[src/include/dag_regs.vh]
/*
  Constants for the data address generator: page-zero map, field layouts,
  reset values, address-mode encodings and aux-unit operation encodings.
  Assumes it is included by bare name from the design files.
*/
// Contract
// - Direct address is page pointer over offset.
// - Page pointer picks 512 pages of 128.
// - Memory-mapped mode forces upper nine bits zero.
// - Indirect uses selected aux register on bus.
// - One operand on first bus, second on program.
// - Long immediate address from word at pc.
// - Block-move register addresses the second operand.
// - Two circular buffers with start and end.
// - Repeat-single ops load the single repeat count.
// - Block repeat loads start, end; count rewritable.
// - Memory wait counts for four 16K blocks.
// - I/O wait counts for eight partitions.
// - Wait control picks 0-3 or 0,1,3,7 sets.
// - Partition bit: port pairs or 8K blocks.
// - Addresses 50h-5Fh become I/O port accesses.
// - 32-word scratch RAM reachable by all modes.
// - Temps give shift count and bit index.
// - Global overlay register sizes global overlay.
// - 0-4Fh registers, 50-5Fh I/O window decode.
`ifndef DAG_REGS_VH
`define DAG_REGS_VH

`define DAG_MODE_DIRECT 3'h0
`define DAG_MODE_MMAP 3'h1
`define DAG_MODE_INDIRECT 3'h2
`define DAG_MODE_LONG 3'h3
`define DAG_MODE_BLOCK 3'h4

`define DAG_OFS_GLOBAL 7'h05
`define DAG_OFS_SREP 7'h08
`define DAG_OFS_BREP 7'h09
`define DAG_OFS_BSTART 7'h0a
`define DAG_OFS_BEND 7'h0b
`define DAG_OFS_TEMP0 7'h0c
`define DAG_OFS_TEMP1 7'h0d
`define DAG_OFS_TEMP2 7'h0e
`define DAG_OFS_AUX0 7'h10
`define DAG_OFS_INDEX 7'h18
`define DAG_OFS_C1START 7'h1a
`define DAG_OFS_C1END 7'h1b
`define DAG_OFS_C2START 7'h1c
`define DAG_OFS_C2END 7'h1d
`define DAG_OFS_CCTRL 7'h1e
`define DAG_OFS_BMOVE 7'h1f
`define DAG_OFS_MEMWAIT 7'h28
`define DAG_OFS_IOWAIT 7'h29
`define DAG_OFS_WAITCTL 7'h2a
`define DAG_OFS_REG_LAST 7'h4f
`define DAG_OFS_IO_FIRST 7'h50
`define DAG_OFS_IO_LAST 7'h5f
`define DAG_OFS_SCR_FIRST 7'h60

`define DAG_CC_CAR1_LSB 0
`define DAG_CC_EN1_BIT 3
`define DAG_CC_CAR2_LSB 4
`define DAG_CC_EN2_BIT 7
`define DAG_WC_SET_BIT 0
`define DAG_WC_BIG_BIT 1

`define DAG_RST_WORD 16'h0000
`define DAG_RST_WAIT 16'hffff
`define DAG_RST_WAITCTL 16'h0000

`define DAG_AUX_ARITH_UNIT_NONE 3'h0
`define DAG_AUX_ARITH_UNIT_INC 3'h1
`define DAG_AUX_ARITH_UNIT_DEC 3'h2
`define DAG_AUX_ARITH_UNIT_ADDX 3'h3
`define DAG_AUX_ARITH_UNIT_SUBX 3'h4

`endif

[src/rtl/dag_circ_unit.v]
/*
  Circular-buffer update for one buffer: wraps a stepped auxiliary value
  to the start address when the current value sits on the end address.
  Assumes the caller supplies the buffer's registers and the selected index.
*/
`timescale 1ns/10ps
module dag_circ_unit (
  input wire enable,
  input wire [2:0] aux_sel,
  input wire [2:0] buf_aux,
  input wire [15:0] cur_val,
  input wire [15:0] step_val,
  input wire [15:0] start_addr,
  input wire [15:0] end_addr,
  output wire hit,
  output wire [15:0] wrapped
);
  assign hit = enable && (aux_sel == buf_aux) && (cur_val == end_addr);
  assign wrapped = hit ? start_addr : step_val;
endmodule

[src/rtl/dag_wait_sel.v]
/*
  Wait-state count lookup for external program, data and I/O accesses.
  Assumes the address and space are stable while wait_states is used.
*/
`timescale 1ns/10ps
`include "dag_regs.vh"
module dag_wait_sel (
  input wire [15:0] addr,
  input wire is_io,
  input wire [15:0] mem_wait_counts,
  input wire [15:0] io_wait_counts,
  input wire [15:0] wait_control,
  output reg [2:0] wait_states
);
  reg [1:0] field;
  reg [2:0] io_idx;
  always @* begin
    field = 2'h0;
    io_idx = 3'h0;
    if (is_io) begin
      if (wait_control[`DAG_WC_BIG_BIT]) begin
        io_idx = addr[15:13];
      end else begin
        io_idx = addr[3:1];
      end
      field = io_wait_counts[{io_idx, 1'b0} +: 2];
    end else begin
      field = mem_wait_counts[{addr[15:14], 1'b0} +: 2];
    end
    if (wait_control[`DAG_WC_SET_BIT] && field == 2'h2) begin
      wait_states = 3'h3;
    end else if (wait_control[`DAG_WC_SET_BIT] && field == 2'h3) begin
      wait_states = 3'h7;
    end else begin
      wait_states = {1'b0, field};
    end
  end
endmodule

[src/rtl/dag_top.v]
/*
  Local data address generator with its page-zero support registers,
  auxiliary register file, circular buffers, repeat and wait-state registers.
  Assumes decode presents one request per cycle, same clock, and that
  software does not write the single repeat count directly.
*/
// Our own choices: the placing of the registers and the Avalon-MM slave port.
`timescale 1ns/10ps
`include "dag_regs.vh"
module dag_top #(
  parameter SCRATCH_WORDS = 32
) (
  input wire core_clk,
  input wire reset,
  input wire op_valid,
  input wire [2:0] op_mode,
  input wire [6:0] op_offset,
  input wire op_second,
  input wire [15:0] pc_word,
  input wire [2:0] aux_arith_unit_op,
  input wire arp_load,
  input wire [2:0] arp_new,
  input wire page_load,
  input wire [8:0] page_new,
  input wire rpt_load,
  input wire [15:0] rpt_value,
  input wire repeat_block_op_load,
  input wire [15:0] repeat_block_op_start,
  input wire [15:0] repeat_block_op_end,
  input wire [6:0] wr_offset,
  input wire wr_en,
  input wire [15:0] wr_data,
  input wire [6:0] avs_address,
  input wire avs_read,
  input wire avs_write,
  input wire [15:0] avs_writedata,
  output reg [15:0] avs_readdata,
  output wire avs_waitrequest,
  output reg [15:0] direct_addr_bus,
  output reg [15:0] aux_file_bus,
  output reg [15:0] first_data_addr_bus,
  output reg [15:0] program_addr_bus,
  output reg first_bus_valid,
  output reg program_bus_valid,
  output reg io_window_access,
  output reg [3:0] io_window_ports,
  output reg mmreg_access,
  output reg scratch_access,
  output reg [2:0] wait_states,
  output wire [8:0] page_pointer,
  output wire [2:0] aux_pointer,
  output wire [4:0] shift_count,
  output wire [3:0] bit_index,
  output wire [15:0] multiplicand_temp,
  output wire [15:0] global_overlay_reg,
  output wire [15:0] single_repeat_count,
  output wire [15:0] block_repeat_count,
  output wire [15:0] block_start_addr,
  output wire [15:0] block_end_addr
);
  reg [8:0] page_q;
  reg [2:0] arp_q;
  reg [15:0] aux_q [0:7];
  reg [15:0] index_q;
  reg [15:0] c1s_q, c1e_q, c2s_q, c2e_q;
  reg [7:0] cctl_q;
  reg [15:0] bmove_q, srep_q, brep_q, bstart_q, bend_q;
  reg [15:0] t0_q, t1_q, t2_q, glob_q;
  reg [15:0] mwait_q, iowait_q, wctl_q;
  reg [15:0] scratch_q [0:SCRATCH_WORDS-1];
  reg rd_done_q;
  reg [15:0] addr_d;
  reg [15:0] step_d;
  reg [2:0] ws_d;
  wire [15:0] cur_aux;
  wire [15:0] wrap1, wrap2;
  wire hit1, hit2;
  wire [2:0] ws_calc;
  wire [15:0] wr_offs_data;
  wire bus_wr;
  wire [6:0] wsel;
  wire [15:0] wdat;
  wire any_wr;
  integer i;

  assign page_pointer = page_q;
  assign aux_pointer = arp_q;
  assign cur_aux = aux_q[arp_q];
  assign shift_count = t1_q[4:0];
  assign bit_index = t2_q[3:0];
  assign multiplicand_temp = t0_q;
  assign global_overlay_reg = glob_q;
  assign single_repeat_count = srep_q;
  assign block_repeat_count = brep_q;
  assign block_start_addr = bstart_q;
  assign block_end_addr = bend_q;

  // Writes are taken at once; reads spend one cycle producing data.
  assign avs_waitrequest = avs_read && !rd_done_q;
  assign bus_wr = avs_write;
  assign any_wr = bus_wr || wr_en;
  assign wsel = bus_wr ? avs_address : wr_offset;
  assign wdat = bus_wr ? avs_writedata : wr_data;
  assign wr_offs_data = wdat;

  always @* begin
    case (aux_arith_unit_op)
      `DAG_AUX_ARITH_UNIT_INC: step_d = cur_aux + 16'h0001;
      `DAG_AUX_ARITH_UNIT_DEC: step_d = cur_aux - 16'h0001;
      `DAG_AUX_ARITH_UNIT_ADDX: step_d = cur_aux + index_q;
      `DAG_AUX_ARITH_UNIT_SUBX: step_d = cur_aux - index_q;
      default: step_d = cur_aux;
    endcase
  end

  dag_circ_unit u_circ1 (
    .enable(cctl_q[`DAG_CC_EN1_BIT]),
    .aux_sel(arp_q),
    .buf_aux(cctl_q[`DAG_CC_CAR1_LSB +: 3]),
    .cur_val(cur_aux),
    .step_val(step_d),
    .start_addr(c1s_q),
    .end_addr(c1e_q),
    .hit(hit1),
    .wrapped(wrap1)
  );

  dag_circ_unit u_circ2 (
    .enable(cctl_q[`DAG_CC_EN2_BIT]),
    .aux_sel(arp_q),
    .buf_aux(cctl_q[`DAG_CC_CAR2_LSB +: 3]),
    .cur_val(cur_aux),
    .step_val(step_d),
    .start_addr(c2s_q),
    .end_addr(c2e_q),
    .hit(hit2),
    .wrapped(wrap2)
  );

  always @* begin
    case (op_mode)
      `DAG_MODE_DIRECT: addr_d = {page_q, op_offset};
      `DAG_MODE_MMAP: addr_d = {9'h000, op_offset};
      `DAG_MODE_INDIRECT: addr_d = cur_aux;
      `DAG_MODE_LONG: addr_d = pc_word;
      `DAG_MODE_BLOCK: addr_d = bmove_q;
      default: addr_d = {page_q, op_offset};
    endcase
  end

  wire win_io = (addr_d[15:7] == 9'h000) && (addr_d[6:0] >= `DAG_OFS_IO_FIRST) &&
    (addr_d[6:0] <= `DAG_OFS_IO_LAST);

  dag_wait_sel u_wait (
    .addr(win_io ? {12'h000, addr_d[3:0]} : addr_d),
    .is_io(win_io),
    .mem_wait_counts(mwait_q),
    .io_wait_counts(iowait_q),
    .wait_control(wctl_q),
    .wait_states(ws_calc)
  );

  always @* begin
    ws_d = ws_calc;
  end

  // Address outputs and page-zero decode, registered.
  always @(posedge core_clk) begin
    if (reset) begin
      direct_addr_bus <= `DAG_RST_WORD;
      aux_file_bus <= `DAG_RST_WORD;
      first_data_addr_bus <= `DAG_RST_WORD;
      program_addr_bus <= `DAG_RST_WORD;
      first_bus_valid <= 1'b0;
      program_bus_valid <= 1'b0;
      io_window_access <= 1'b0;
      io_window_ports <= 4'h0;
      mmreg_access <= 1'b0;
      scratch_access <= 1'b0;
      wait_states <= 3'h0;
    end else begin
      first_bus_valid <= op_valid && !op_second;
      program_bus_valid <= op_valid && op_second;
      io_window_access <= op_valid && win_io;
      io_window_ports <= addr_d[3:0];
      mmreg_access <= op_valid && addr_d[15:7] == 9'h000 &&
        addr_d[6:0] <= `DAG_OFS_REG_LAST;
      scratch_access <= op_valid && addr_d[15:7] == 9'h000 &&
        addr_d[6:0] >= `DAG_OFS_SCR_FIRST;
      wait_states <= ws_d;
      if (op_valid) begin
        if (op_mode == `DAG_MODE_DIRECT || op_mode == `DAG_MODE_MMAP) begin
          direct_addr_bus <= addr_d;
        end
        if (op_mode == `DAG_MODE_INDIRECT) begin
          aux_file_bus <= addr_d;
        end
        if (op_second) begin
          program_addr_bus <= addr_d;
        end else begin
          first_data_addr_bus <= addr_d;
        end
      end
    end
  end

  // Register file: decode hooks, memory-mapped writes and the aux unit.
  always @(posedge core_clk) begin
    if (reset) begin
      page_q <= 9'h000;
      arp_q <= 3'h0;
      for (i = 0; i < 8; i = i + 1) begin
        aux_q[i] <= `DAG_RST_WORD;
      end
      index_q <= `DAG_RST_WORD;
      c1s_q <= `DAG_RST_WORD;
      c1e_q <= `DAG_RST_WORD;
      c2s_q <= `DAG_RST_WORD;
      c2e_q <= `DAG_RST_WORD;
      cctl_q <= 8'h00;
      bmove_q <= `DAG_RST_WORD;
      srep_q <= `DAG_RST_WORD;
      brep_q <= `DAG_RST_WORD;
      bstart_q <= `DAG_RST_WORD;
      bend_q <= `DAG_RST_WORD;
      t0_q <= `DAG_RST_WORD;
      t1_q <= `DAG_RST_WORD;
      t2_q <= `DAG_RST_WORD;
      glob_q <= `DAG_RST_WORD;
      mwait_q <= `DAG_RST_WAIT;
      iowait_q <= `DAG_RST_WAIT;
      wctl_q <= `DAG_RST_WAITCTL;
      rd_done_q <= 1'b0;
    end else begin
      rd_done_q <= avs_read && !rd_done_q;
      if (page_load) begin
        page_q <= page_new;
      end
      if (any_wr) begin
        case (wsel)
          `DAG_OFS_GLOBAL: glob_q <= wr_offs_data;
          `DAG_OFS_SREP: srep_q <= wr_offs_data;
          `DAG_OFS_BREP: brep_q <= wr_offs_data;
          `DAG_OFS_BSTART: bstart_q <= wr_offs_data;
          `DAG_OFS_BEND: bend_q <= wr_offs_data;
          `DAG_OFS_TEMP0: t0_q <= wr_offs_data;
          `DAG_OFS_TEMP1: t1_q <= wr_offs_data;
          `DAG_OFS_TEMP2: t2_q <= wr_offs_data;
          `DAG_OFS_INDEX: index_q <= wr_offs_data;
          `DAG_OFS_C1START: c1s_q <= wr_offs_data;
          `DAG_OFS_C1END: c1e_q <= wr_offs_data;
          `DAG_OFS_C2START: c2s_q <= wr_offs_data;
          `DAG_OFS_C2END: c2e_q <= wr_offs_data;
          `DAG_OFS_CCTRL: cctl_q <= wr_offs_data[7:0];
          `DAG_OFS_BMOVE: bmove_q <= wr_offs_data;
          `DAG_OFS_MEMWAIT: mwait_q <= wr_offs_data;
          `DAG_OFS_IOWAIT: iowait_q <= wr_offs_data;
          `DAG_OFS_WAITCTL: wctl_q <= {14'h0000, wr_offs_data[1:0]};
          default: begin
            if (wsel[6:3] == 4'h2) begin
              aux_q[wsel[2:0]] <= wr_offs_data;
            end
          end
        endcase
      end
      // Decode-driven loads take priority over software writes.
      if (rpt_load) begin
        srep_q <= rpt_value;
      end
      if (repeat_block_op_load) begin
        bstart_q <= repeat_block_op_start;
        bend_q <= repeat_block_op_end;
      end
      // The modified value lands after the current access has used the old one.
      if (op_valid && op_mode == `DAG_MODE_INDIRECT && aux_arith_unit_op != `DAG_AUX_ARITH_UNIT_NONE) begin
        aux_q[arp_q] <= hit1 ? wrap1 : (hit2 ? wrap2 : step_d);
      end
      if (arp_load) begin
        arp_q <= arp_new;
      end
    end
  end

  // Scratch RAM lives at 60h-7Fh of page zero.
  always @(posedge core_clk) begin
    if (any_wr && wsel >= `DAG_OFS_SCR_FIRST) begin
      scratch_q[wsel[4:0]] <= wdat;
    end
  end

  always @(posedge core_clk) begin
    if (reset) begin
      avs_readdata <= `DAG_RST_WORD;
    end else if (avs_read && !rd_done_q) begin
      if (avs_address >= `DAG_OFS_SCR_FIRST) begin
        avs_readdata <= scratch_q[avs_address[4:0]];
      end else if (avs_address[6:3] == 4'h2) begin
        avs_readdata <= aux_q[avs_address[2:0]];
      end else begin
        case (avs_address)
          `DAG_OFS_GLOBAL: avs_readdata <= glob_q;
          `DAG_OFS_SREP: avs_readdata <= srep_q;
          `DAG_OFS_BREP: avs_readdata <= brep_q;
          `DAG_OFS_BSTART: avs_readdata <= bstart_q;
          `DAG_OFS_BEND: avs_readdata <= bend_q;
          `DAG_OFS_TEMP0: avs_readdata <= t0_q;
          `DAG_OFS_TEMP1: avs_readdata <= t1_q;
          `DAG_OFS_TEMP2: avs_readdata <= t2_q;
          `DAG_OFS_INDEX: avs_readdata <= index_q;
          `DAG_OFS_C1START: avs_readdata <= c1s_q;
          `DAG_OFS_C1END: avs_readdata <= c1e_q;
          `DAG_OFS_C2START: avs_readdata <= c2s_q;
          `DAG_OFS_C2END: avs_readdata <= c2e_q;
          `DAG_OFS_CCTRL: avs_readdata <= {8'h00, cctl_q};
          `DAG_OFS_BMOVE: avs_readdata <= bmove_q;
          `DAG_OFS_MEMWAIT: avs_readdata <= mwait_q;
          `DAG_OFS_IOWAIT: avs_readdata <= iowait_q;
          `DAG_OFS_WAITCTL: avs_readdata <= wctl_q;
          default: avs_readdata <= `DAG_RST_WORD;
        endcase
      end
    end
  end
endmodule

[config.mk]
export PLATFORM = sky130hd
export DESIGN_NAME = dag_top
export DESIGN_NICKNAME = d
export VERILOG_FILES = /design/src/rtl/dag_circ_unit.v /design/src/rtl/dag_wait_sel.v /design/src/rtl/dag_top.v
export VERILOG_INCLUDE_DIRS = /design/src /design/src/include
export SDC_FILE = /design/constraint.sdc
export NUM_CORES = 2
export LEC_CHECK = 0
export BUFFER_PORTS_ARGS = -buffer_cell sky130_fd_sc_hd__buf_2
export CORE_ASPECT_RATIO = 0.6
export CORE_MARGIN = 10
export CORE_UTILIZATION = 65
export DETAILED_ROUTE_END_ITERATION = 16
export GPL_ROUTABILITY_DRIVEN = 0
export MAX_ROUTING_LAYER = met4
export PLACE_DENSITY = 0.93
export SLEW_MARGIN = 15
export SYNTH_ARGS = -nofsm -noshare
export SYNTH_HDL_FRONTEND = slang
export SYNTH_HIERARCHICAL = 1
export SYNTH_SLANG_ARGS = --single-unit
[constraint.sdc]
create_clock -name core_clk -period 12.75 [get_ports core_clk]
set_input_delay 1.9125 -clock core_clk [delete_from_list [all_inputs] [get_ports core_clk]]
set_output_delay 1.9125 -clock core_clk [all_outputs]
set_load 0.03 [all_outputs]
==> results.ini, run 1 <==
[grt]
antenna_found_initial = 53
grt_util_all_layers_pct = 62.0
grt_max_degree = 185
grt_overflow = 55

[clock_network]
numCtsBuffers = 86
clockBufferDepth = 3
post_cts_buffers = 0
postCtsResizedCells = 0
ctsHoldBuffers = 0
cts_max_level = 3
numClockSinks = 1014
cts_root_buffer = clkbuf_16

[yosys]
netlist_instances = 3526
yosys_warnings = 6
syn-mean-instance-area_um2 = 12.8
synth.net_count = 3689
synthesis.area_mm2 = 0.0453

[floorplan]
initial_core_util_pct = 66.1
core.rowCount = 74
die_y_um = 224
num_io_pins = 356
die_x_um = 361

[outcome]
error_line = [ERROR GRT-0232] Routing congestion too high. Check the congestion heatmap in the GUI.
outcome = stopped before the end
failing_step = 5_1_grt

[placed_design]
numPortBuffers = 355
hpwlAfterDp_um = 114000

-- metal layers --
| metal | global-route usage (%) | overflow |
|---|---|---|
| met1 | 61.8 | 8 |
| met2 | 72.1 | 14 |
| met3 | 57.1 | 11 |
| met4 | 48.7 | 22 |
| met5 | - | - |
-- through the flow --
step	area, um^2	std cells	worst slack (ns)	util [%]	hold WS, ns
3_5_place_dp	48200	4604	5.96	70.3	0.450
3_3_place_gp	48200	4604	6.39	70.3	0.441
4_1_cts	51100	4763	6.32	74.6	0.460
2_1_floorplan	45300	3526	6.88	-	0.434
==> run 2, diff against run 1 <==
- CORE_ASPECT_RATIO: 0.6 -> unset
- CORE_UTILIZATION: 65 -> 40
- MAX_ROUTING_LAYER: met4 -> unset
- PLACE_DENSITY: 0.93 -> unset
- PLACE_DENSITY_LB_ADDON: unset -> 0.15
==> run 2 against run 1 <==
  * Area after synthesis is the same
  * Synthesized cell count unchanged
  * The flow now finishes without violations
==> results.ini, run 2 <==
[timing]
hold_violations = 0
relSlewSlack_pct = 18.2
tns_ns = 0
setup_viol = 0
holdWs_ns = 0.458
clock_skew_ns = 0.0291
tightest_slew_ns = 1.22
drv_slew = 0
fmax_mhz = 176
fin_crit_sh_pct = 44.7
period_minus_slack_ns = 5.70
fin_ws_ns = 7.05
rsz0062_at_grt = false

[clock_network]
postCtsResizedCells = 0
post_cts_buffers = 0
cts_tree = done
clkLatencyLatePin_ns = 0.72
cts_root_buffer = clkbuf_16
clockBufferDepth = 3
ctsHoldBuffers = 0
numClockSinks = 1014
numCtsBuffers = 106
cts_max_level = 3
clk_pin_slew_ns = 0.06

[finish]
fill_cells = 10165
stdcell_count = 5395
syn_to_final_growth_pct = 15.5
final_cell_mix = 640 x edfxtp_1, 483 x nor2_1, 373 x dfxtp_1
final_core_util_pct = 46.5
largest_reg_flops = 512
final_area_mm2 = 0.0523
final_net_count = 3971
layout-drive-gt1-share_pct = 25.6
final_common_cell = edfxtp_1

[floorplan]
die_y_um = 357
core.rowCount = 123
die_area_mm2 = 0.127
num_io_pins = 356
die_x_um = 357
initial_core_util_pct = 40.3
core_area_mm2 = 0.112

[route]
vias = 32882
route.antenna.remaining_nets = 0
post-route-drc-count = 0
first_pass_iters = 6
wl_per_cell_um = 31.3
vias_per_cell = 6.09
wirelength_um = 169000
drt_first_iter_violations = 4069

[placed_design]
post-place-ws_ns = 6.11
place_inst = 5197
numPortBuffers = 355
placed_cell_area_mm2 = 0.0490
hpwlAfterDp_um = 111000

[yosys]
syn-mean-instance-area_um2 = 12.8
yosys_warnings = 6
synth.net_count = 3689
netlist_instances = 3526
synthesis.area_mm2 = 0.0453

[grt]
grt_util_all_layers_pct = 25.7
grt_overflow = 0
grt_pass1_vias = 31759
antenna_found_initial = 6
grt_pass1_wl_um = 239000
grt_max_degree = 162

[critical_path]
required_ns = 13.15
critical_path.max_fanout = 32
worst_setup_path_end_kind = flip-flop
worstSetupPathType = flip-flop to flip-flop
startpoint_type = flip-flop
critPathArrivalTime_ns = 6.10

[min_path]
min_path_type = flip-flop to flip-flop

[job]
maxCapViolCount = 0

[power_and_ir_drop]
p_leak_nw = 18.1
ir_drop_mv = 0.114
finalPower_mw = 7.50
power_density_mw_per_mm2 = 143

[outcome]
outcome = completed

-- run 2: worst max-delay path, cell delays in order (launching register included) --
cell	delay [ns]
dfxtp_2	0.32
buf_4	0.56
mux4_2	0.60
mux2_2	0.45
xnor2_1	0.30
nand4_1	0.15
nor4b_2	0.33
nand4_2	0.74
mux2_2	0.55
mux2_2	0.26
mux2i_1	0.84
o22ai_1	0.22
-- run 2: worst paths after layout --
kind | from | end | slack, ns | cells past startpoint
worst min-delay path | avs_readdata[8] | avs_readdata[8] | 0.46 | 2
worst min register to register | avs_readdata[8] | avs_readdata[8] | 0.46 | 2
worst max register to register | flip-flop | aux_q[5][3] | 7.05 | 11
worst max-delay path | flip-flop | aux_q[5][3] | 7.05 | 11
-- run 2: cell type report --
class | count | area [um^2] | share of cell area, %
Antenna cell | 2 | 5.00 | 0.00956
Clock buffer | 144 | 2930 | 5.59
Clock inverter | 49 | 357 | 0.681
Inverter | 49 | 184 | 0.351
Multi-Input combinational cell | 2161 | 17600 | 33.5
Sequential cell | 1014 | 26700 | 51.0
Tap cell | 1500 | 1880 | 3.59
Timing Repair Buffer | 476 | 2730 | 5.22
-- run 2: per-layer routing --
| metal | track usage (%) | part of all wire (%) |
|---|---|---|
| met5 | 0 | 0 |
| met4 | 9.45 | 3.8 |
| met3 | 6.04 | 9.5 |
| met2 | 40.7 | 46 |
| met1 | 34.3 | 40 |
-- run 2: power breakdown --
group / switching [mW] / internal [mW]
clock network: 1.34 / 1.66
registers: 0.0443 / 3.56
logic: 0.603 / 0.298
Power figures use the tool's default switching activity.
